--- src/logic/gain_mix_pkg.sv ---
// Shared constants and types for the input gain and left mixer registers
package gain_mix_pkg;

  // Bus widths
  localparam int DATA_W = 32;
  localparam int ADDR_W = 10;
  localparam int REG_W = 16;

  // Register indices; byte address is four times the index
  localparam logic [7:0] IDX_LEFT_GAIN = 8'h50;
  localparam logic [7:0] IDX_RIGHT_GAIN = 8'h51;
  localparam logic [7:0] IDX_LEFT_MIX = 8'h58;
  localparam logic [7:0] IDX_GAIN_STATUS = 8'h5F;

  // Gain register field positions
  localparam int GAIN_ON_BIT = 15;
  localparam int GAIN_SILENCE_BIT = 14;
  localparam int GAIN_ZC_BIT = 13;
  localparam int GAIN_COMMIT_BIT = 8;
  localparam int LEVEL_LSB = 2;
  localparam int LEVEL_W = 6;

  // Mixer select field positions
  localparam int MIX_ON_BIT = 15;
  localparam int MIX_RCONV_BIT = 12;
  localparam int MIX_LCONV_BIT = 11;
  localparam int MIX_AUX_BIT = 2;
  localparam int MIX_RGAIN_BIT = 1;
  localparam int MIX_LGAIN_BIT = 0;

  // Status register field positions
  localparam int STAT_RPEND_BIT = 15;
  localparam int STAT_LPEND_BIT = 14;
  localparam int STAT_RLEVEL_LSB = 8;
  localparam int STAT_LLEVEL_LSB = 0;

  // Values after reset
  localparam logic [5:0] LEVEL_RESET = 6'h10;
  localparam logic [8:0] QDB_RESET = 9'h000;

  // Gain law in quarter dB: floor -12dB, step 0.75dB
  localparam int QDB_W = 9;
  localparam logic [8:0] GAIN_FLOOR_QDB = 9'h1D0;
  localparam logic [8:0] GAIN_STEP_QDB = 9'h003;

  // Software view of one gain stage
  typedef struct packed {
    logic on;
    logic silence;
    logic zero_cross;
    logic [LEVEL_W-1:0] level;
  } gain_ctrl_s;

  // Gain stage controls handed to the analogue side
  typedef struct packed {
    logic on;
    logic silence;
    logic [LEVEL_W-1:0] level;
    logic [QDB_W-1:0] qdb;
    logic pending;
  } gain_out_s;

  // Left output mixer source selection
  typedef struct packed {
    logic on;
    logic right_converter_to_left_mix;
    logic left_converter_to_left_mix;
    logic aux_left_to_left_mix;
    logic right_gain_to_left_mix;
    logic left_gain_to_left_mix;
  } mix_sel_s;

  localparam mix_sel_s MIX_RESET = 6'h08;

  // Bus handshake states, Gray along idle to answer
  typedef enum logic {
    BUS_IDLE = 1'b0,
    BUS_ACK = 1'b1
  } bus_e;

endpackage

--- src/logic/gain_stage_apply.sv ---
// One gain stage: holds a committed level until it may be applied
`timescale 1ns/1ps
module gain_stage_apply (
  input wire logic clock,
  input wire logic rst,
  input wire logic commit,
  input wire logic [gain_mix_pkg::LEVEL_W-1:0] target,
  input wire logic zc_on,
  input wire logic zero_cross,
  output logic [gain_mix_pkg::LEVEL_W-1:0] level,
  output logic [gain_mix_pkg::QDB_W-1:0] qdb,
  output logic pending
);
  import gain_mix_pkg::*;

  // Whole state of the stage
  typedef struct packed {
    logic [LEVEL_W-1:0] level;
    logic [QDB_W-1:0] qdb;
    logic [LEVEL_W-1:0] held;
    logic pending;
  } stage_s;

  stage_s s_q;
  stage_s s_d;

  // Code to quarter dB: floor plus three per step
  function automatic logic [QDB_W-1:0] to_qdb(logic [LEVEL_W-1:0] c);
    return QDB_W'(GAIN_FLOOR_QDB + QDB_W'(c) * GAIN_STEP_QDB);
  endfunction

  // Next state
  always_comb begin
    s_d = s_q;
    if (commit) begin
      // New commit replaces any level still waiting
      s_d.held = target;
      if (zc_on) begin
        s_d.pending = 1'b1;
      end else begin
        s_d.level = target;
        s_d.qdb = to_qdb(target);
        s_d.pending = 1'b0;
      end
    end else if (s_q.pending && (zero_cross || !zc_on)) begin
      // Crossing seen, or deferral switched off meanwhile
      s_d.level = s_q.held;
      s_d.qdb = to_qdb(s_q.held);
      s_d.pending = 1'b0;
    end
  end

  // State register
  always_ff @(posedge clock) begin
    if (rst) begin
      s_q.level <= LEVEL_RESET;
      s_q.qdb <= QDB_RESET;
      s_q.held <= LEVEL_RESET;
      s_q.pending <= 1'b0;
    end else begin
      s_q <= s_d;
    end
  end

  assign level = s_q.level;
  assign qdb = s_q.qdb;
  assign pending = s_q.pending;

endmodule // gain_stage_apply

--- src/logic/input_gain_and_left_mixer_regs.sv ---
// Input gain stage and left output mixer control registers
// What this block does
// Bit 15 powers each gain stage on
// Bit 14 mutes stage, cuts record path
// Zero-cross off: new gain applies at once
// Left zero-cross on: wait for next crossing
// Right register mirrors left, own stage except the shared commit
// Levels wait for commit bit 8 write
// Level code -12dB up 0.75dB per step
// Level resets to 010000, 0dB
// Mixer bit 15 enables left output mixer
// Mixer bit 12 adds right converter
// Mixer bit 11 adds left converter, default on
// Mixer bit 2 adds third left input
// Mixer bit 1 adds right gain stage
// Mixer bit 0 adds left gain stage
// Undefined bits read zero, writes ignored
//
// Implementation choice: the Avalon-MM register port.
`timescale 1ns/1ps
module input_gain_and_left_mixer_regs (
  input wire logic clock,
  input wire logic rst,
  input wire logic [gain_mix_pkg::ADDR_W-1:0] address,
  input wire logic read,
  input wire logic write,
  input wire logic [gain_mix_pkg::DATA_W-1:0] writedata,
  input wire logic [3:0] byteenable,
  output logic [gain_mix_pkg::DATA_W-1:0] readdata,
  output logic waitrequest,
  input wire logic left_zero_cross,
  input wire logic right_zero_cross,
  output gain_mix_pkg::gain_out_s left_gain,
  output gain_mix_pkg::gain_out_s right_gain,
  output gain_mix_pkg::mix_sel_s left_mix
);
  import gain_mix_pkg::*;

  // Map in brief, as word indices:
  //   0x50 left gain, 0x51 right gain
  //   0x58 left mixer select, 0x5F status, read-only
  // Byte address is four times the index; bits 1:0 are ignored.
  // Levels written by software only reach the stages on a commit;
  // the commit bit is an action, never stored, and reads back zero.
  // Every access costs two cycles: one stall, one answer. Simple
  // and slow, which suits a block touched a few times per second.

  // Channel numbering for the per-stage loop
  // Left first, so status and arrays share one order
  localparam int CH_LEFT = 0;
  localparam int CH_RIGHT = 1;
  localparam int CH_N = 2;

  // Whole register-side state
  typedef struct packed {
    // Handshake phase
    bus_e bus;
    // Stall flag kept in a flop so the port is glitch free
    logic waitrequest;
    // Read answer, cleared on writes
    logic [DATA_W-1:0] rdata;
    // Software view of the left gain register
    gain_ctrl_s left;
    // Software view of the right gain register
    gain_ctrl_s right;
    // Mixer source selection
    mix_sel_s mix;
    // One-cycle commit pulse to both stages
    logic commit;
  } regs_state_s;

  regs_state_s s_q;
  regs_state_s s_d;

  // Word index taken from the byte address
  // All eight upper address bits decode, so no aliases
  logic [7:0] idx;

  // Request present while the slave is still stalling
  logic take;

  // Write data merged with old contents per byte lane
  logic [REG_W-1:0] merged;

  // Per-stage connections to the apply logic
  // Arrays keep both stages in one generate loop
  logic [CH_N-1:0] zc_in;
  logic [CH_N-1:0] zc_en;
  logic [CH_N-1:0] stage_pend;
  logic [LEVEL_W-1:0] stage_target [CH_N];
  logic [LEVEL_W-1:0] stage_level [CH_N];
  logic [QDB_W-1:0] stage_qdb [CH_N];

  // Gain control to register image; undefined bits zero
  function automatic logic [REG_W-1:0] pack_gain(gain_ctrl_s g);
    logic [REG_W-1:0] w;
    w = '0;
    // Commit bit 8 deliberately left zero
    w[GAIN_ON_BIT] = g.on;
    w[GAIN_SILENCE_BIT] = g.silence;
    w[GAIN_ZC_BIT] = g.zero_cross;
    w[LEVEL_LSB +: LEVEL_W] = g.level;
    return w;
  endfunction

  // Register image to gain control, defined bits only
  function automatic gain_ctrl_s unpack_gain(logic [REG_W-1:0] w);
    gain_ctrl_s g;
    // Bits outside the fields are dropped here
    g.on = w[GAIN_ON_BIT];
    g.silence = w[GAIN_SILENCE_BIT];
    g.zero_cross = w[GAIN_ZC_BIT];
    g.level = w[LEVEL_LSB +: LEVEL_W];
    return g;
  endfunction

  // Mixer select to register image
  function automatic logic [REG_W-1:0] pack_mix(mix_sel_s m);
    logic [REG_W-1:0] w;
    w = '0;
    // Bits 14, 13 and 10 to 3 stay zero
    w[MIX_ON_BIT] = m.on;
    w[MIX_RCONV_BIT] = m.right_converter_to_left_mix;
    w[MIX_LCONV_BIT] = m.left_converter_to_left_mix;
    w[MIX_AUX_BIT] = m.aux_left_to_left_mix;
    w[MIX_RGAIN_BIT] = m.right_gain_to_left_mix;
    w[MIX_LGAIN_BIT] = m.left_gain_to_left_mix;
    return w;
  endfunction

  // Register image to mixer select
  function automatic mix_sel_s unpack_mix(logic [REG_W-1:0] w);
    mix_sel_s m;
    // Undefined bits never reach the mixer
    m.on = w[MIX_ON_BIT];
    m.right_converter_to_left_mix = w[MIX_RCONV_BIT];
    m.left_converter_to_left_mix = w[MIX_LCONV_BIT];
    m.aux_left_to_left_mix = w[MIX_AUX_BIT];
    m.right_gain_to_left_mix = w[MIX_RGAIN_BIT];
    m.left_gain_to_left_mix = w[MIX_LGAIN_BIT];
    return m;
  endfunction

  // Status word: applied levels and waiting flags
  // Lets software see whether a deferred level still waits
  function automatic logic [REG_W-1:0] pack_status();
    logic [REG_W-1:0] w;
    w = '0;
    w[STAT_RPEND_BIT] = stage_pend[CH_RIGHT];
    w[STAT_LPEND_BIT] = stage_pend[CH_LEFT];
    w[STAT_RLEVEL_LSB +: LEVEL_W] = stage_level[CH_RIGHT];
    w[STAT_LLEVEL_LSB +: LEVEL_W] = stage_level[CH_LEFT];
    return w;
  endfunction

  // Read mux; unmapped words answer zero
  function automatic logic [REG_W-1:0] read_word(logic [7:0] i);
    logic [REG_W-1:0] w;
    w = '0;
    unique case (i)
      IDX_LEFT_GAIN: begin
        // Left image; commit bit reads zero
        w = pack_gain(s_q.left);
      end
      IDX_RIGHT_GAIN: begin
        // Right image, same layout
        w = pack_gain(s_q.right);
      end
      IDX_LEFT_MIX: begin
        // Mixer select image
        w = pack_mix(s_q.mix);
      end
      IDX_GAIN_STATUS: begin
        // Applied levels, not the written ones
        w = pack_status();
      end
      default: begin
        // Hole in the map
        w = '0;
      end
    endcase
    return w;
  endfunction

  // Byte-lane merge against the addressed register
  function automatic logic [REG_W-1:0] lane_merge(
    logic [REG_W-1:0] old,
    logic [DATA_W-1:0] wd,
    logic [3:0] be
  );
    logic [REG_W-1:0] w;
    w = old;
    // Lane 0 carries the level field
    if (be[0]) begin
      w[7:0] = wd[7:0];
    end
    // Lane 1 carries the control bits and commit
    if (be[1]) begin
      w[15:8] = wd[15:8];
    end
    // Lanes 2 and 3 would hit bits that do not exist
    return w;
  endfunction

  // Decode and handshake terms
  always_comb begin
    idx = address[ADDR_W-1:2];
    take = (read || write) && (s_q.bus == BUS_IDLE);
    // Old contents supply the lanes the master leaves out
    merged = lane_merge(read_word(idx), writedata, byteenable);
  end

  // Register next state
  always_comb begin
    s_d = s_q;
    s_d.commit = 1'b0;
    // Two phases only, both legal, so no default
    unique case (s_q.bus)
      BUS_IDLE: begin
        // One stall cycle, then answer
        if (take) begin
          // Drop the stall for exactly the next cycle
          s_d.bus = BUS_ACK;
          s_d.waitrequest = 1'b0;
          s_d.rdata = '0;
          // Sample the read word now so it stands from a flop
          if (read) begin
            s_d.rdata[REG_W-1:0] = read_word(idx);
          end
        end
      end
      BUS_ACK: begin
        // Write lands on the edge the master sees us ready
        // Back to idle; a new request is answered a cycle later
        s_d.bus = BUS_IDLE;
        s_d.waitrequest = 1'b1;
        if (write) begin
          // Only the addressed register moves
          unique case (idx)
            IDX_LEFT_GAIN: begin
              // Level waits here for a commit
              s_d.left = unpack_gain(merged);
            end
            IDX_RIGHT_GAIN: begin
              // Same for the right stage
              s_d.right = unpack_gain(merged);
            end
            IDX_LEFT_MIX: begin
              // Takes effect on the mixer at once
              s_d.mix = unpack_mix(merged);
            end
            default: begin
              // Status and holes ignore writes
              s_d.mix = s_q.mix;
            end
          endcase
          // Commit bit in either gain word commits both
          // Bit 8 sits in lane 1, so that lane must be enabled
          if (byteenable[1] && writedata[GAIN_COMMIT_BIT] &&
              (idx == IDX_LEFT_GAIN || idx == IDX_RIGHT_GAIN)) begin
            s_d.commit = 1'b1;
          end
        end
      end
    endcase
  end

  // State register with documented reset values
  always_ff @(posedge clock) begin
    if (rst) begin
      // Bus idle and stalling
      s_q.bus <= BUS_IDLE;
      s_q.waitrequest <= 1'b1;
      s_q.rdata <= '0;
      // Left stage off, unmuted, 0dB
      s_q.left.on <= 1'b0;
      s_q.left.silence <= 1'b0;
      s_q.left.zero_cross <= 1'b0;
      s_q.left.level <= LEVEL_RESET;
      // Right stage the same
      s_q.right.on <= 1'b0;
      s_q.right.silence <= 1'b0;
      s_q.right.zero_cross <= 1'b0;
      s_q.right.level <= LEVEL_RESET;
      // Only the left converter is selected
      s_q.mix <= MIX_RESET;
      // No commit in flight
      s_q.commit <= 1'b0;
    end else begin
      // Whole state moves at once
      s_q <= s_d;
    end
  end

  // Gather per-stage inputs into arrays
  always_comb begin
    // Crossing detectors from the analogue side
    zc_in[CH_LEFT] = left_zero_cross;
    zc_in[CH_RIGHT] = right_zero_cross;
    // Deferral choice per stage
    zc_en[CH_LEFT] = s_q.left.zero_cross;
    zc_en[CH_RIGHT] = s_q.right.zero_cross;
    // Written levels, applied only on commit
    stage_target[CH_LEFT] = s_q.left.level;
    stage_target[CH_RIGHT] = s_q.right.level;
  end

  // One apply stage per channel; the commit is shared
  // A crossing input is taken as synchronous and clean; a
  // bouncing detector would release a deferred level early.
  for (genvar ch = 0; ch < CH_N; ch++) begin : g_stage
    gain_stage_apply u_apply (
      .clock(clock),
      .rst(rst),
      .commit(s_q.commit),
      .target(stage_target[ch]),
      .zc_on(zc_en[ch]),
      .zero_cross(zc_in[ch]),
      .level(stage_level[ch]),
      .qdb(stage_qdb[ch]),
      .pending(stage_pend[ch])
    );
  end

  // Bus answer straight from flops
  assign readdata = s_q.rdata;
  assign waitrequest = s_q.waitrequest;

  // Left stage controls; mute also cuts the record path
  // Enable and mute act at once; only the level waits
  assign left_gain.on = s_q.left.on;
  assign left_gain.silence = s_q.left.silence;
  assign left_gain.level = stage_level[CH_LEFT];
  assign left_gain.qdb = stage_qdb[CH_LEFT];
  assign left_gain.pending = stage_pend[CH_LEFT];

  // Right stage controls, same layout
  // Independent of the left stage except for the shared commit
  assign right_gain.on = s_q.right.on;
  assign right_gain.silence = s_q.right.silence;
  assign right_gain.level = stage_level[CH_RIGHT];
  assign right_gain.qdb = stage_qdb[CH_RIGHT];
  assign right_gain.pending = stage_pend[CH_RIGHT];

  // Mixer selection is the register itself
  // No commit for mixer bits: a select change is heard at once
  assign left_mix = s_q.mix;

endmodule // input_gain_and_left_mixer_regs

--- config.mk ---
export PLATFORM = sky130hd
export DESIGN_NAME = input_gain_and_left_mixer_regs
export DESIGN_NICKNAME = d
export VERILOG_FILES = /design/src/logic/gain_mix_pkg.sv /design/src/logic/gain_stage_apply.sv /design/src/logic/input_gain_and_left_mixer_regs.sv
export SDC_FILE = /design/constraint.sdc
export NUM_CORES = 1
export LEC_CHECK = 0
export BUFFER_PORTS_ARGS = -buffer_cell sky130_fd_sc_hd__buf_4
export CORE_ASPECT_RATIO = 0.6
export CORE_MARGIN = 10
export CORE_UTILIZATION = 45
export DETAILED_ROUTE_END_ITERATION = 10
export PLACE_DENSITY = 0.74
export SETUP_SLACK_MARGIN = 0.2
export SYNTH_ARGS = -nofsm -noshare
export SYNTH_HDL_FRONTEND = slang
export SYNTH_SLANG_ARGS = --single-unit
--- constraint.sdc ---
create_clock -name clock -period 6.25 [get_ports clock]
set_clock_uncertainty 0.1 [all_clocks]
set_input_delay 0.3125 -clock clock [delete_from_list [all_inputs] [get_ports clock]]
set_output_delay 0.3125 -clock clock [all_outputs]
set_load 0.005 [all_outputs]
## Word level (Yosys, flattened, before mapping)

Index checks and enable logic that the tools add are counted.

| word-level totals | value |
|---|---|
| register bits | 87 |
| bits in writable memories | 0 |
| memories | 0 |
| word-level logic and storage cells | 87 |
| latch bits | 0 |
| input port bits | 52 |
| output and inout bits | 75 |
| ROM bits | 0 |

| cells by class | value |
|---|---|
| equal/unequal tests | 9 |
| magnitude comparators | 0 |
| reductions and logical operators | 22 |
| mux-type cells | 20 |
| $mul | 4 |
| shift-type cells | 0 |
| bitwise gates (word level) | 2 |
| divide/modulo/power cells | 0 |
| add/subtract/negate cells | 4 |

Operator list:

| operator | count |
|---|---|
| 2-to-1 mux 15 bit | 6 |
| case mux 16 bit (4 select lines) | 1 |
| adder 9 x 8 -> 9 bit, first input constant | 4 |
| 2-to-1 mux 34 bit | 1 |
| == test 8 x 7 -> 1 bit, second input constant | 4 |
| multiplier 6 x 2 -> 8 bit, second input constant | 4 |
| case mux 16 bit (2 select lines) | 1 |
| 2-to-1 mux 16 bit | 1 |
| 2-to-1 mux 8 bit | 2 |
| inequality test 2 bit, second input constant | 5 |
| AND reduction 3 bit | 3 |
| AND reduction 4 bit | 2 |
| 2-to-1 mux 1 bit | 7 |
| AND reduction 2 bit | 3 |
| logical AND 1 bit | 5 |
| logical OR 1 bit | 4 |
| case mux 2 bit (2 select lines) | 1 |
| nonzero test 2 bit | 2 |
| OR reduction 3 bit | 1 |
| zero test 1 bit | 2 |
| inverter 1 bit | 2 |

## Logic depth before layout (Yosys ltp)

Gate-level depths: netlist (run 1).

| depth | value |
|---|---|
| depth in word-level cells | 5 |
| depth in mapped cells | 9 |
| depth with buffers taken out | 9 |

## Hierarchy

From an unflattened synthesis (run 1), not the netlist that was laid out.

| second synthesis, totals | value |
|---|---|
| cell total of the unflattened synthesis | 604 |
| area, all modules | 5436.5 µm² |

Modules (own cells, without submodules):

| module | cells an instance | area an instance (µm²) | sequential area each (µm²) | times used |
|---|---|---|---|---|
| gain_stage_apply | 170 | 1508.9 | 420.4 | 2 |
| input_gain_and_left_mixer_regs | 264 | 2418.6 | 860.8 | 1 |

## Worst setup path before layout (run 1)

OpenSTA, ideal clock, no wires.

| timing path | value |
|---|---|
| kind | register to register |
| start point | reg g_stage[0].u_apply.s_q[5] (netlist bit) |
| end point | reg g_stage[0].u_apply.qdb[8] (netlist name) |
| cell stages (with the launch flop) | 10 |
| path slack | 4.091 ns |
| path buffers | 0 |
| arrival | 1.968 ns |
| data required time | 6.059 ns |
| library setup time | 0.091 ns |
| period minus slack after synthesis | 2.159 ns |
| cell sequence | dfxtp_1 > inv_1 > ha_1 > inv_1 > ha_1 > nor2b_1 > o21ai_1 > a21oi_1 > or4_1 > a311oi_1 |

| between the ends | value |
|---|---|
| word-level cells in the longest chain between the ends | 4 |

RTL lines:

| item | RTL line | RTL |
|---|---|---|
| start, declared | gain_stage_apply.sv:24 | `stage_s s_q;` |
| multiplier 6 x 2 -> 8 bit | gain_stage_apply.sv:29 | `return QDB_W'(GAIN_FLOOR_QDB + QDB_W'(c) * GAIN_STEP_QDB);` |
| adder 9 x 8 -> 9 bit | gain_stage_apply.sv:29 |  |
| 2-to-1 mux 15 bit | gain_stage_apply.sv:45 | `end else if (s_q.pending && (zero_cross \|\| !zc_on)) begin` |
| 2-to-1 mux 15 bit | gain_stage_apply.sv:35 | `if (commit) begin` |

No other way between the ends. The select of a mux whose other input is x is not followed.
A chain may end at the register's enable or synchronous reset.

## Worst setup path in the final report (run 1)

| timing path | value |
|---|---|
| start point | reg s_q[11] (netlist bit) |
| end point | reg g_stage[1].u_apply.qdb[6] (netlist name) |

| between the ends | value |
|---|---|
| word-level cells in the longest chain between the ends | 4 |

RTL lines:

| item | RTL line | RTL |
|---|---|---|
| start, declared | input_gain_and_left_mixer_regs.sv:72 | `regs_state_s s_q;` |
| multiplier 6 x 2 -> 8 bit | gain_stage_apply.sv:29 |  |
| adder 9 x 8 -> 9 bit | gain_stage_apply.sv:29 |  |
| 2-to-1 mux 15 bit | gain_stage_apply.sv:38 | `if (zc_on) begin` |
| 2-to-1 mux 15 bit | gain_stage_apply.sv:35 |  |

No other way between the ends. The select of a mux whose other input is x is not followed.

==> results of run 1 <==
## critical path: stages, from the launching register on
cell,delay (ps)
dfxtp_1,480
inv_1,180
ha_1,310
inv_1,40
ha_1,330
nor2b_1,160
o21a_1,190
o21a_1,170
nor3_1,210
o32ai_1,130
## cells in the final DEF (no fill, tap or decap), types with 9 or more instances in the layout
| cell | instances |
|---|---|
| dfxtp_1 | 85 |
| clkbuf_16 | 9 |
| inv_1 | 40 |
| nor3_1 | 13 |
| a21oi_1 | 21 |
| o21ai_0 | 15 |
| nand2_1 | 31 |
| a22oi_1 | 13 |
| nand3b_1 | 9 |
| conb_1 | 16 |
| a211oi_1 | 25 |
| a22o_1 | 10 |
| buf_4 | 91 |
| mux2i_1 | 30 |
| ha_1 | 41 |
| nor2_1 | 70 |
## stage by stage
stage	util	cell area [sq um]	hold slack, ps	power, mW
4_1_cts	0.5297	5984	97.62	1.244
2_1_floorplan	-	5246	332.2	0.5967
6_report	0.5297	5984	101.2	1.243
3_5_place_dp	0.4985	5632	349.8	0.6137
5_1_grt	0.5297	5984	105.7	1.275
3_3_place_gp	0.4985	5632	347.2	0.6116
## area by class of cell
cell class | instances | area [sq um]
Timing Repair Buffer | 91 | 683.2
Tap cell | 160 | 200.2
Multi-Input combinational cell | 406 | 2893
Fill cell | 1013 | 5314
Inverter | 41 | 153.9
Sequential cell | 85 | 1702
Clock inverter | 7 | 127.6
Clock buffer | 9 | 225.2
## registers in the layout (all words and copies together), names as in the netlist
register                 cells
g_stage.u_apply.qdb         18
left_gain                    2
g_stage.u_apply.pending      2
g_stage.u_apply.s_q         12
g_stage.u_apply.level       10
left_mix                     6
s_q                         16
readdata                    16
right_gain                   2
waitrequest                  1
## Yosys cell counts, types with 8 or more instances
master    number
nand2_1       31
a21oi_1       21
a22o_1        10
o21ai_0       15
a22oi_1       13
nor3_1        13
ha_1          41
inv_1         40
nor2b_1        8
nand3b_1       9
clkbuf_1      12
nor2_1        70
dfxtp_1       85
mux2i_1       30
a211oi_1      25
buf_4         48
buf_2          8
## power by group
part           switching, mW  internal [mW]  total [mW]
Clock                  0.243          0.397       0.640
Combinational         0.0388         0.0210      0.0598
Sequential           0.00112          0.542       0.544
Total                  0.283          0.961        1.24
## kinds of logic after synthesis
| logic type | Yosys count |
|---|---|
| multiplexers | 32 |
| flip-flops | 85 |
| XOR/XNOR | 8 |
| adder cells (fa/ha/maj) | 45 |
| AO/OA/AOI/OAI | 135 |
| other | 1 |
| buffers and inverters | 117 |
| AND/OR/NAND/NOR | 170 |
## path summary, 6_finish.rpt
path	start	end	slack, ps	cells after the start
hold / removal	writedata[0]	left_mix[0]	100	3
setup reg to reg	s_q[11]	g_stage[1].u_apply.qdb[6]	3780	9
hold reg to reg	g_stage[0].u_apply.qdb[3]	g_stage[0].u_apply.qdb[3]	350	2
setup / recovery	s_q[11]	g_stage[1].u_apply.qdb[6]	3780	9
## metal layers
metal  GRT usage  share of wire
met1      0.2227           0.46
met2      0.2667           0.45
met3     0.05989          0.079
met4     0.03969         0.0070
met5           0              0
==> key figures, run 1 <==
STA
  • Slew Viols, Final: 0
  • Setup TNS: 0 ps
  • Max_slew headroom: 0.2417
  • Final setup viols: 0
  • Slew @ Worst Pin: 1137 ps
  • RSZ-0062 raised after global routing: false
  • Final Critical Period: 2473 ps
  • Highest Clock Rate: 404.3 MHz
  • Post-route clock period utilization: 0.3957
  • Fin. Hold Viols: 0
  • Setup WS post-layout: 3777 ps

Clock tree
  • CTS tree: done
  • CTS buffer count: 9
  • Bufs on Longest Clock Path: 2
  • Clk slew on worst S/H paths: 70 ps
  • H-tree Lvls: 3
  • Hold bufs inserted after CTS: 0
  • Root Driver: clkbuf_16
  • Clk_lat worst skew: 350 ps
  • CTS sink count: 85
  • # Post-CTS Setup Buffers: 0
  • Resized cells post-CTS: 0

Detailed routing
  • Residual DRC: 0
  • Number of vias per cell: 5.461
  • Final WL: 14380 microns
  • DR pass1 iterations: 5
  • Post-DRT Antenna Nets: 0
  • WL/cell: 18.00 microns
  • Iter 0 DRT Violations: 408
  • Vias: 4363

Die
  • Die Width: 158.6 microns
  • Core footprint: 11300 sq um
  • Die Area: 16370 sq um
  • Initial core utilization: 0.4594
  • I/O Pins: 127
  • Chip height: 103.2 microns
  • Core Rows: 30

Yosys
  • Synth top area share: 0.3279
  • Netlist cell types: 69
  • Post-Synth Simple-Gate Area: 0.1692
  • Async set-reset flop share out of synthesis: 0
  • Synth warn: 0
  • Post-Synth XOR/XNOR Area: 0.01350
  • Area leader, netlist: dfxtp_1
  • Post-synth EDFFs: 0
  • Top_reg_cell synth: dfxtp_1
  • Syn Area/Cell: 8.752 sq um
  • Compound-cell area share of the yosys netlist: 0.1866
  • Largest family of logic cells by synthesized area: compound AO/OA/AOI/OAI gates
  • Multiplexer share of the synthesized area: 0.06220
  • Adder-cell area share of the yosys netlist: 0.1143
  • Post-Syn Instances: 593
  • Dominant cells by area after synthesis: dfxtp_1 33%, ha_1 9.9%, buf_4 6.9%, mux2i_1 5.8%, nor2_1 5.1%
  • Seq/Total Area, Yosys: 0.3279
  • Synth Register Bits: 85
  • Synth Cell Area: 5190 sq um

Power
  • Leak: 2.480 nW
  • Worst IR Drop VDD: 0.1445 mV
  • Pwr dens: 207.7 nW/um^2

Placed design
  • Pre-CTS setup slack: 3808 ps
  • Port Buffers: 88
  • HPWL after detailed placement: 10850 microns
  • GPL Wtd Cong: 0.8784
  • Placed insts: 783

Final layout
  • Final non-filler cell total: 799
  • Layout net count: 731
  • Layout cells sized above 1: 0.1925
  • # diodes: 0
  • Area Overhead vs Synth: 15.31%

Job
  • Max Cap Violations: 0

GRT
  • Largest net degree at the start of global routing: 84
  • Number of global-route vias before repair: 4317
  • Antenna violations before repair: 0
  • Gr usage total: 0.1709
  • Overflow after GRT: 0
  • Global-route wire length before repair: 22320 microns

Critical path
  • WP data required: 6330 ps
  • CP startpoint kind: flip-flop
  • CP Class: reg -> reg
  • CP Capture Type: flip-flop
  • CP arrival: 2550 ps
  • Max Fanout on Critical Path: 5

Min path
  • Hold Crit Class: in -> reg

Outcome
  • Status: finished, final reports clean
Power figures use the tool's default switching activity.
==> run 2, diff against run 1 <==
clock period = 2.57 ns   (was 6.25 ns; I/O delays follow)
==> key figures, run 2 (synthesized netlist as in run 1, its figures left out) <==
Outcome
  • Status: finished, final reports clean (unchanged)

Power
  • Leak: 2.515 nW (was 2.480 nW)
  • Worst IR Drop VDD: 0.4144 mV (was 0.1445 mV)
  • Pwr dens: 446.3 nW/um^2 (was 207.7 nW/um^2)

Critical path
  • CP Capture Type: flip-flop (unchanged)
  • CP arrival: 2410 ps (was 2550 ps)
  • Worst R2R Start: s_q[21] (was s_q[11])
  • WP data required: 2740 ps (was 6330 ps)
  • Worst flop-to-flop path endpoint: g_stage[0].u_apply.qdb[7] (was g_stage[1].u_apply.qdb[6])
  • R2r setup slk: 320 ps (was 3780 ps)
  • Max Fanout on Critical Path: 7 (was 5)
  • CP Class: reg -> reg (unchanged)
  • R2R depth: 8 (was 9)
  • CP startpoint kind: flip-flop (unchanged)

Min path
  • Worst Hold Path EP: s_q[0] (was left_mix[0])
  • Hold Path Cell Cnt: 3 (unchanged)
  • Hold Crit Class: in -> reg (unchanged)
  • Hold Path Origin: byteenable[1] (was writedata[0])

Final layout
  • Most frequent cells in the layout: 103 x buf_4, 77 x dfxtp_1, 70 x nor2_1, 38 x inv_1, 37 x ha_1 (was 91 x buf_4, 85 x dfxtp_1, 70 x nor2_1, 41 x ha_1, 40 x inv_1)
  • Layout net count: 747 (was 731)
  • # diodes: 0 (unchanged)
  • Final core occ: 0.5405 (was 0.5297)
  • Layout fillers: 1043 (was 1013)
  • Layout cells sized above 1: 0.2321 (was 0.1925)
  • Area Overhead vs Synth: 17.67% (was 15.31%)
  • Commonest non-fill, non-tap cell in the layout: buf_4 (unchanged)
  • Multi-input combinational cell area: 2942 sq um (was 2893 sq um)
  • Reg with most FFs: g_stage.u_apply.qdb (unchanged)
  • Final non-filler cell total: 815 (was 799)
  • Register area: 1714 sq um (was 1702 sq um)
  • Post-route cell area: 6107 sq um (was 5984 sq um)
  • Max reg flops: 18 (unchanged)

Die
  • Core footprint: 11300 sq um (unchanged)
  • I/O Pins: 127 (unchanged)
  • Core Rows: 30 (unchanged)
  • Die Width: 158.6 microns (unchanged)
  • Chip height: 103.2 microns (unchanged)
  • Die Area: 16370 sq um (unchanged)
  • Initial core utilization: 0.4594 (unchanged)

STA
  • Final Critical Period: 2245 ps (was 2473 ps)
  • Max_slew headroom: 0.5424 (was 0.2417)
  • Post-route clock period utilization: 0.8737 (was 0.3957)
  • Fin. Hold Viols: 0 (unchanged)
  • Slew Viols, Final: 0 (unchanged)
  • Highest Clock Rate: 445.4 MHz (was 404.3 MHz)
  • Final setup viols: 0 (unchanged)
  • Slew @ Worst Pin: 681.8 ps (was 1137 ps)
  • RSZ-0062 raised after global routing: true (was false)
  • Setup TNS: 0 ps (unchanged)

Placed design
  • Port Buffers: 88 (unchanged)
  • HPWL after detailed placement: 11130 microns (was 10850 microns)
  • Post-DP Area: 5722 sq um (was 5632 sq um)
  • GPL Wtd Cong: 0.8903 (was 0.8784)
  • Placed insts: 795 (was 783)

Detailed routing
  • Final WL: 14400 microns (was 14380 microns)
  • Number of vias per cell: 5.486 (was 5.461)
  • DR pass1 iterations: 5 (unchanged)
  • Met2 wire len: 6521 microns (was 6473 microns)
  • WL/cell: 17.67 microns (was 18.00 microns)
  • Wl on met1: 6515 microns (was 6670 microns)
  • Uppermost routed layer: met4 (unchanged)
  • Vias: 4471 (was 4363)
  • Met3 WL post-DR: 1233 microns (was 1136 microns)
  • Residual DRC: 0 (unchanged)
  • Iter 0 DRT Violations: 280 (was 408)
  • Post-DRT Antenna Nets: 0 (unchanged)

Clock tree
  • Clk_lat worst skew: 340 ps (was 350 ps)
  • CTS buffer count: 9 (unchanged)
  • H-tree Lvls: 3 (unchanged)
  • Root Driver: clkbuf_16 (unchanged)
  • Bufs on Longest Clock Path: 2 (unchanged)
  • CTS sink count: 85 (unchanged)
  • Clk slew on worst S/H paths: 70 ps (about the same)
  • # Post-CTS Setup Buffers: 0 (unchanged)
  • CTS tree: done (unchanged)

GRT
  • Overflow after GRT: 0 (unchanged)
  • Gr usage total: 0.1752 (was 0.1709)
  • Global-route wire length before repair: 22870 microns (was 22320 microns)
  • Number of global-route vias before repair: 4404 (was 4317)
  • Largest net degree at the start of global routing: 37 (was 84)
  • Antenna violations before repair: 0 (unchanged)

Job
  • Max Cap Violations: 0 (unchanged)
[run 2: cell count changes in the layout (fill, tap and decap cells not counted), moves of 2 or more]
cell,before,now
buf_4,91,103
bufinv_16,3,0
clkinv_4,1,3
clkinvlp_4,0,2
dfxtp_1,85,77
dfxtp_2,0,7
dlygate4sd3_1,0,4
ha_1,41,37
ha_4,0,3
inv_1,40,38
inv_2,0,2
[run 2: what timing repair did]
action,4_1_cts,5_1_grt
resized for setup,1,19
pin swaps,0,7
hold endpoints to repair,4,0
hold buffers,4,0
setup endpoints to repair,1,5
[run 2: metal layers]
metal | vias to the layer above | GRT usage
met3 | 17 | 0.05411
met4 | 0 | 0.04252
li1 | 2158 | -
met1 | 2127 | 0.2313
met5 | - | 0
met2 | 169 | 0.2741
[run 2: through the flow]
| stage | total power, mW | hold slack, ps | setup WS, ps |
|---|---|---|---|
| after floorplan | 1.451 | 172.4 | 410.7 |
| after global placement | 1.493 | 259.3 | 301.1 |
| after detailed placement | 1.497 | 272.9 | 223.2 |
| after CTS | 2.745 | 5.315 | 210.8 |
| after global routing | 2.807 | 26.63 | 177.2 |
| final | 2.726 | 19.51 | 324.7 |
[run 2: report_power, final]
group | internal [mW] | leakage [nW] | switching (mW)
Clock | 0.667 | 0.133 | 0.583
Sequential | 1.32 | 0.689 | 0.00215
Combinational | 0.0602 | 1.69 | 0.0951
Total | 2.05 | 2.52 | 0.681
[run 2: how the worst max path moves through the flow]
| stage | from | endpoint | slack (ps) | cells past startpoint |
|---|---|---|---|---|
| floorplan | g_stage[0].u_apply.s_q[5] | g_stage[0].u_apply.qdb[8] | 410 | 9 |
| global placement | g_stage[0].u_apply.s_q[5] | g_stage[0].u_apply.qdb[8] | 300 | 9 |
| detailed placement | g_stage[0].u_apply.s_q[5] | g_stage[0].u_apply.qdb[8] | 220 | 9 |
| CTS | g_stage[0].u_apply.s_q[2] | g_stage[0].u_apply.qdb[8] | 210 | 9 |
| global route | g_stage[0].u_apply.s_q[2] | g_stage[0].u_apply.qdb[8] | 180 | 9 |
| finish | s_q[21] | g_stage[0].u_apply.qdb[7] | 320 | 8 |
[run 2: final cells by class]
class	count	area share
Multi-Input combinational cell	406	0.4817
Inverter	41	0.02520
Timing Repair Buffer	107	0.1332
Sequential cell	85	0.2807
Tap cell	160	0.03278
Clock buffer	9	0.03688
Clock inverter	7	0.009629
[run 2: critical path, cell delays in order (launching register included)]
cell and delay [ps]:
dfxtp_2 400, inv_1 100, ha_1 340, ha_4 300, nand3b_1 90, o211ai_1 210, xnor2_1 120, or3_1 330
a31oi_1 170
==> run 3, diff against run 2 <==
CTS_BUF_LIST = sky130_fd_sc_hd__clkbuf_2 sky130_fd_sc_hd__clkbuf_4 sky130_fd_sc_hd__clkbuf_8   (was not set)
==> key figures, run 3 (synthesized netlist as in run 1, its figures left out) <==
Outcome
  • Status: finished, final reports clean (unchanged)

Clock tree
  • CTS sink count: 85 (unchanged)
  • Root Driver: clkbuf_8 (was clkbuf_16)
  • Bufs on Longest Clock Path: 2 (unchanged)
  • Clk slew on worst S/H paths: 90 ps (was 70 ps)
  • CTS tree: done (unchanged)
  • CTS buffer count: 9 (unchanged)
  • Clk_lat worst skew: 380 ps (was 340 ps)
  • H-tree Lvls: 3 (unchanged)

Power
  • Worst IR Drop VDD: 0.2786 mV (was 0.4144 mV)
  • Clk pwr share: 0.379 (was 0.459)
  • Leak: 2.495 nW (was 2.515 nW)
  • Pwr dens: 393.5 nW/um^2 (was 446.3 nW/um^2)
  • Sequential fraction of design power: 0.553 (was 0.484)
  • NetSw: 642.4 uW (was 680.5 uW)
  • Comb pwr share: 0.068 (was 0.057)
  • Switching Fraction: 0.2693 (was 0.2497)
  • Internal: 1.743 mW (was 2.045 mW)

Final layout
  • Commonest non-fill, non-tap cell in the layout: buf_4 (unchanged)
  • Layout fillers: 1039 (was 1043)
  • Max reg flops: 18 (unchanged)
  • Post-route cell area: 6063 sq um (was 6107 sq um)
  • Layout net count: 753 (was 747)
  • Final core occ: 0.5367 (was 0.5405)
  • # diodes: 0 (unchanged)
  • Layout cells sized above 1: 0.2330 (was 0.2321)
  • Most frequent cells in the layout: 104 x buf_4, 75 x dfxtp_1, 70 x nor2_1, 39 x inv_1, 38 x ha_1 (was 103 x buf_4, 77 x dfxtp_1, 70 x nor2_1, 38 x inv_1, 37 x ha_1)
  • Area Overhead vs Synth: 16.83% (was 17.67%)
  • Multi-input combinational cell area: 2937 sq um (was 2942 sq um)
  • Register area: 1719 sq um (was 1714 sq um)
  • Reg with most FFs: g_stage.u_apply.qdb (unchanged)

STA
  • Slew Viols, Final: 0 (unchanged)
  • Highest Clock Rate: 443.3 MHz (was 445.4 MHz)
  • Final setup viols: 0 (unchanged)
  • Fin. Hold Viols: 0 (unchanged)
  • Slew @ Worst Pin: 687.8 ps (was 681.8 ps)
  • RSZ-0062 raised after global routing: true (unchanged)
  • Setup TNS: 0 ps (unchanged)
  • Hold WS: 9.951 ps (was 19.51 ps)
  • Post-route clock period utilization: 0.8777 (was 0.8737)
  • Final Critical Period: 2256 ps (was 2245 ps)
  • Max_slew headroom: 0.5384 (was 0.5424)

Detailed routing
  • WL/cell: 17.70 microns (was 17.67 microns)
  • Met3 WL post-DR: 1265 microns (was 1233 microns)
  • Post-DRT Antenna Nets: 0 (unchanged)
  • Vias: 4508 (was 4471)
  • Residual DRC: 0 (unchanged)
  • Met2 wire len: 6590 microns (was 6521 microns)
  • Number of vias per cell: 5.491 (was 5.486)
  • Uppermost routed layer: met4 (unchanged)
  • Wl on met1: 6501 microns (was 6515 microns)
  • Iter 0 DRT Violations: 288 (was 280)
  • Final WL: 14530 microns (was 14400 microns)
  • DR pass1 iterations: 5 (unchanged)

Min path
  • Hold Crit Class: in -> reg (unchanged)

Critical path
  • Max Fanout on Critical Path: 5 (was 7)
  • CP arrival: 2460 ps (was 2410 ps)
  • CP Class: reg -> reg (unchanged)
  • Crit path max-delay cell type: dfxtp_2 (unchanged)
  • Critical-path cell list: inv_1 -> ha_1 -> inv_1 -> ha_1 -> nand3b_1 -> o211ai_1 -> xnor2_1 -> or3_1 -> a31oi_1 (was inv_1 -> ha_1 -> ha_4 -> nand3b_1 -> o211ai_1 -> xnor2_1 -> or3_1 -> a31oi_1)
  • WP data required: 2770 ps (was 2740 ps)
  • CP Capture Type: flip-flop (unchanged)
  • Slowest stage delay, CP: 390 ps (was 400 ps)
  • CP delay by family, top: adder cells (unchanged)
  • Buf+Inv Stages, Crit Path: 2 (was 1)
  • CP startpoint kind: flip-flop (unchanged)

Placed design
  • GPL Wtd Cong: 0.8903 (unchanged)
  • HPWL after detailed placement: 11130 microns (unchanged)
  • Post-DP Area: 5722 sq um (unchanged)
  • Port Buffers: 88 (unchanged)

GRT
  • Largest net degree at the start of global routing: 37 (unchanged)
  • Antenna violations before repair: 0 (unchanged)
  • Global-route wire length before repair: 23130 microns (was 22870 microns)
  • Number of global-route vias before repair: 4486 (was 4404)
  • Overflow after GRT: 0 (unchanged)
  • Gr usage total: 0.1778 (was 0.1752)

Die
  • Die Width: 158.6 microns (unchanged)
  • Die Area: 16370 sq um (unchanged)
  • Initial core utilization: 0.4594 (unchanged)
  • Chip height: 103.2 microns (unchanged)
  • Core Rows: 30 (unchanged)
  • Core footprint: 11300 sq um (unchanged)
  • I/O Pins: 127 (unchanged)

Job
  • Max Cap Violations: 0 (unchanged)
==> run 3: worst paths after layout <==
kind,start,to,slack [ps],depth (start not counted)
worst max-delay path,s_q[19],g_stage[0].u_apply.qdb[7],310,9
worst min-delay path,write,waitrequest,10,3
worst max register to register,s_q[19],g_stage[0].u_apply.qdb[7],310,9
worst min register to register,g_stage[0].u_apply.qdb[4],g_stage[0].u_apply.qdb[4],360,2
==> run 3: power groups by stage <==
stage / clock (mW) / sequential, mW / combinational [mW]
6_report: 0.905 / 1.32 / 0.162
5_1_grt: 0.985 / 1.32 / 0.176
4_1_cts: 0.926 / 1.32 / 0.158
3_5_place_dp: 0 / 1.35 / 0.146
3_3_place_gp: 0 / 1.35 / 0.141
2_1_floorplan: 0 / 1.35 / 0.0998
==> run 3: area by class of cell <==
type,instances,area share
multi-input cells,406,0.4843
flip-flops and latches,85,0.2835
repair buffers,113,0.1436
well taps,160,0.03302
inverters,41,0.02538
clock buffers,9,0.02043
clock inverters,7,0.009699
==> run 3: timing repair <==
| action | 4_1_cts | 5_1_grt |
|---|---|---|
| endpoints found under the setup margin | 1 | 5 |
| resized for setup | 2 | 21 |
| hold buffers | 9 | 0 |
| pin swaps | 0 | 7 |
| hold endpoints to repair | 8 | 0 |
| buffers inserted | 0 | 1 |
==> run 3: worst reg2reg max path, cell delays in order (launching register included) <==
cell      delay [ps]
dfxtp_2          390
inv_1             90
ha_1             290
inv_1             50
ha_1             320
nand3b_1         110
o211ai_1         220
xnor2_1          120
or3_1            320
a31oi_1          170
==> run 3: routing by layer <==
layer  GRT usage  vias to the layer above
li1            -                     2170
met1      0.2275                     2149
met2      0.2783                      171
met3     0.06815                       18
met4     0.04181                        0
met5           0                        -
==> run 3: metrics by stage <==
step | power (mW) | setup slack [ps] | instances
floorplan | 1.451 | 410.7 | 608
global placement | 1.493 | 301.1 | 795
detailed placement | 1.497 | 223.2 | 795
CTS | 2.404 | 201.3 | 820
global route | 2.481 | 183.0 | 821
finish | 2.386 | 314.4 | 821
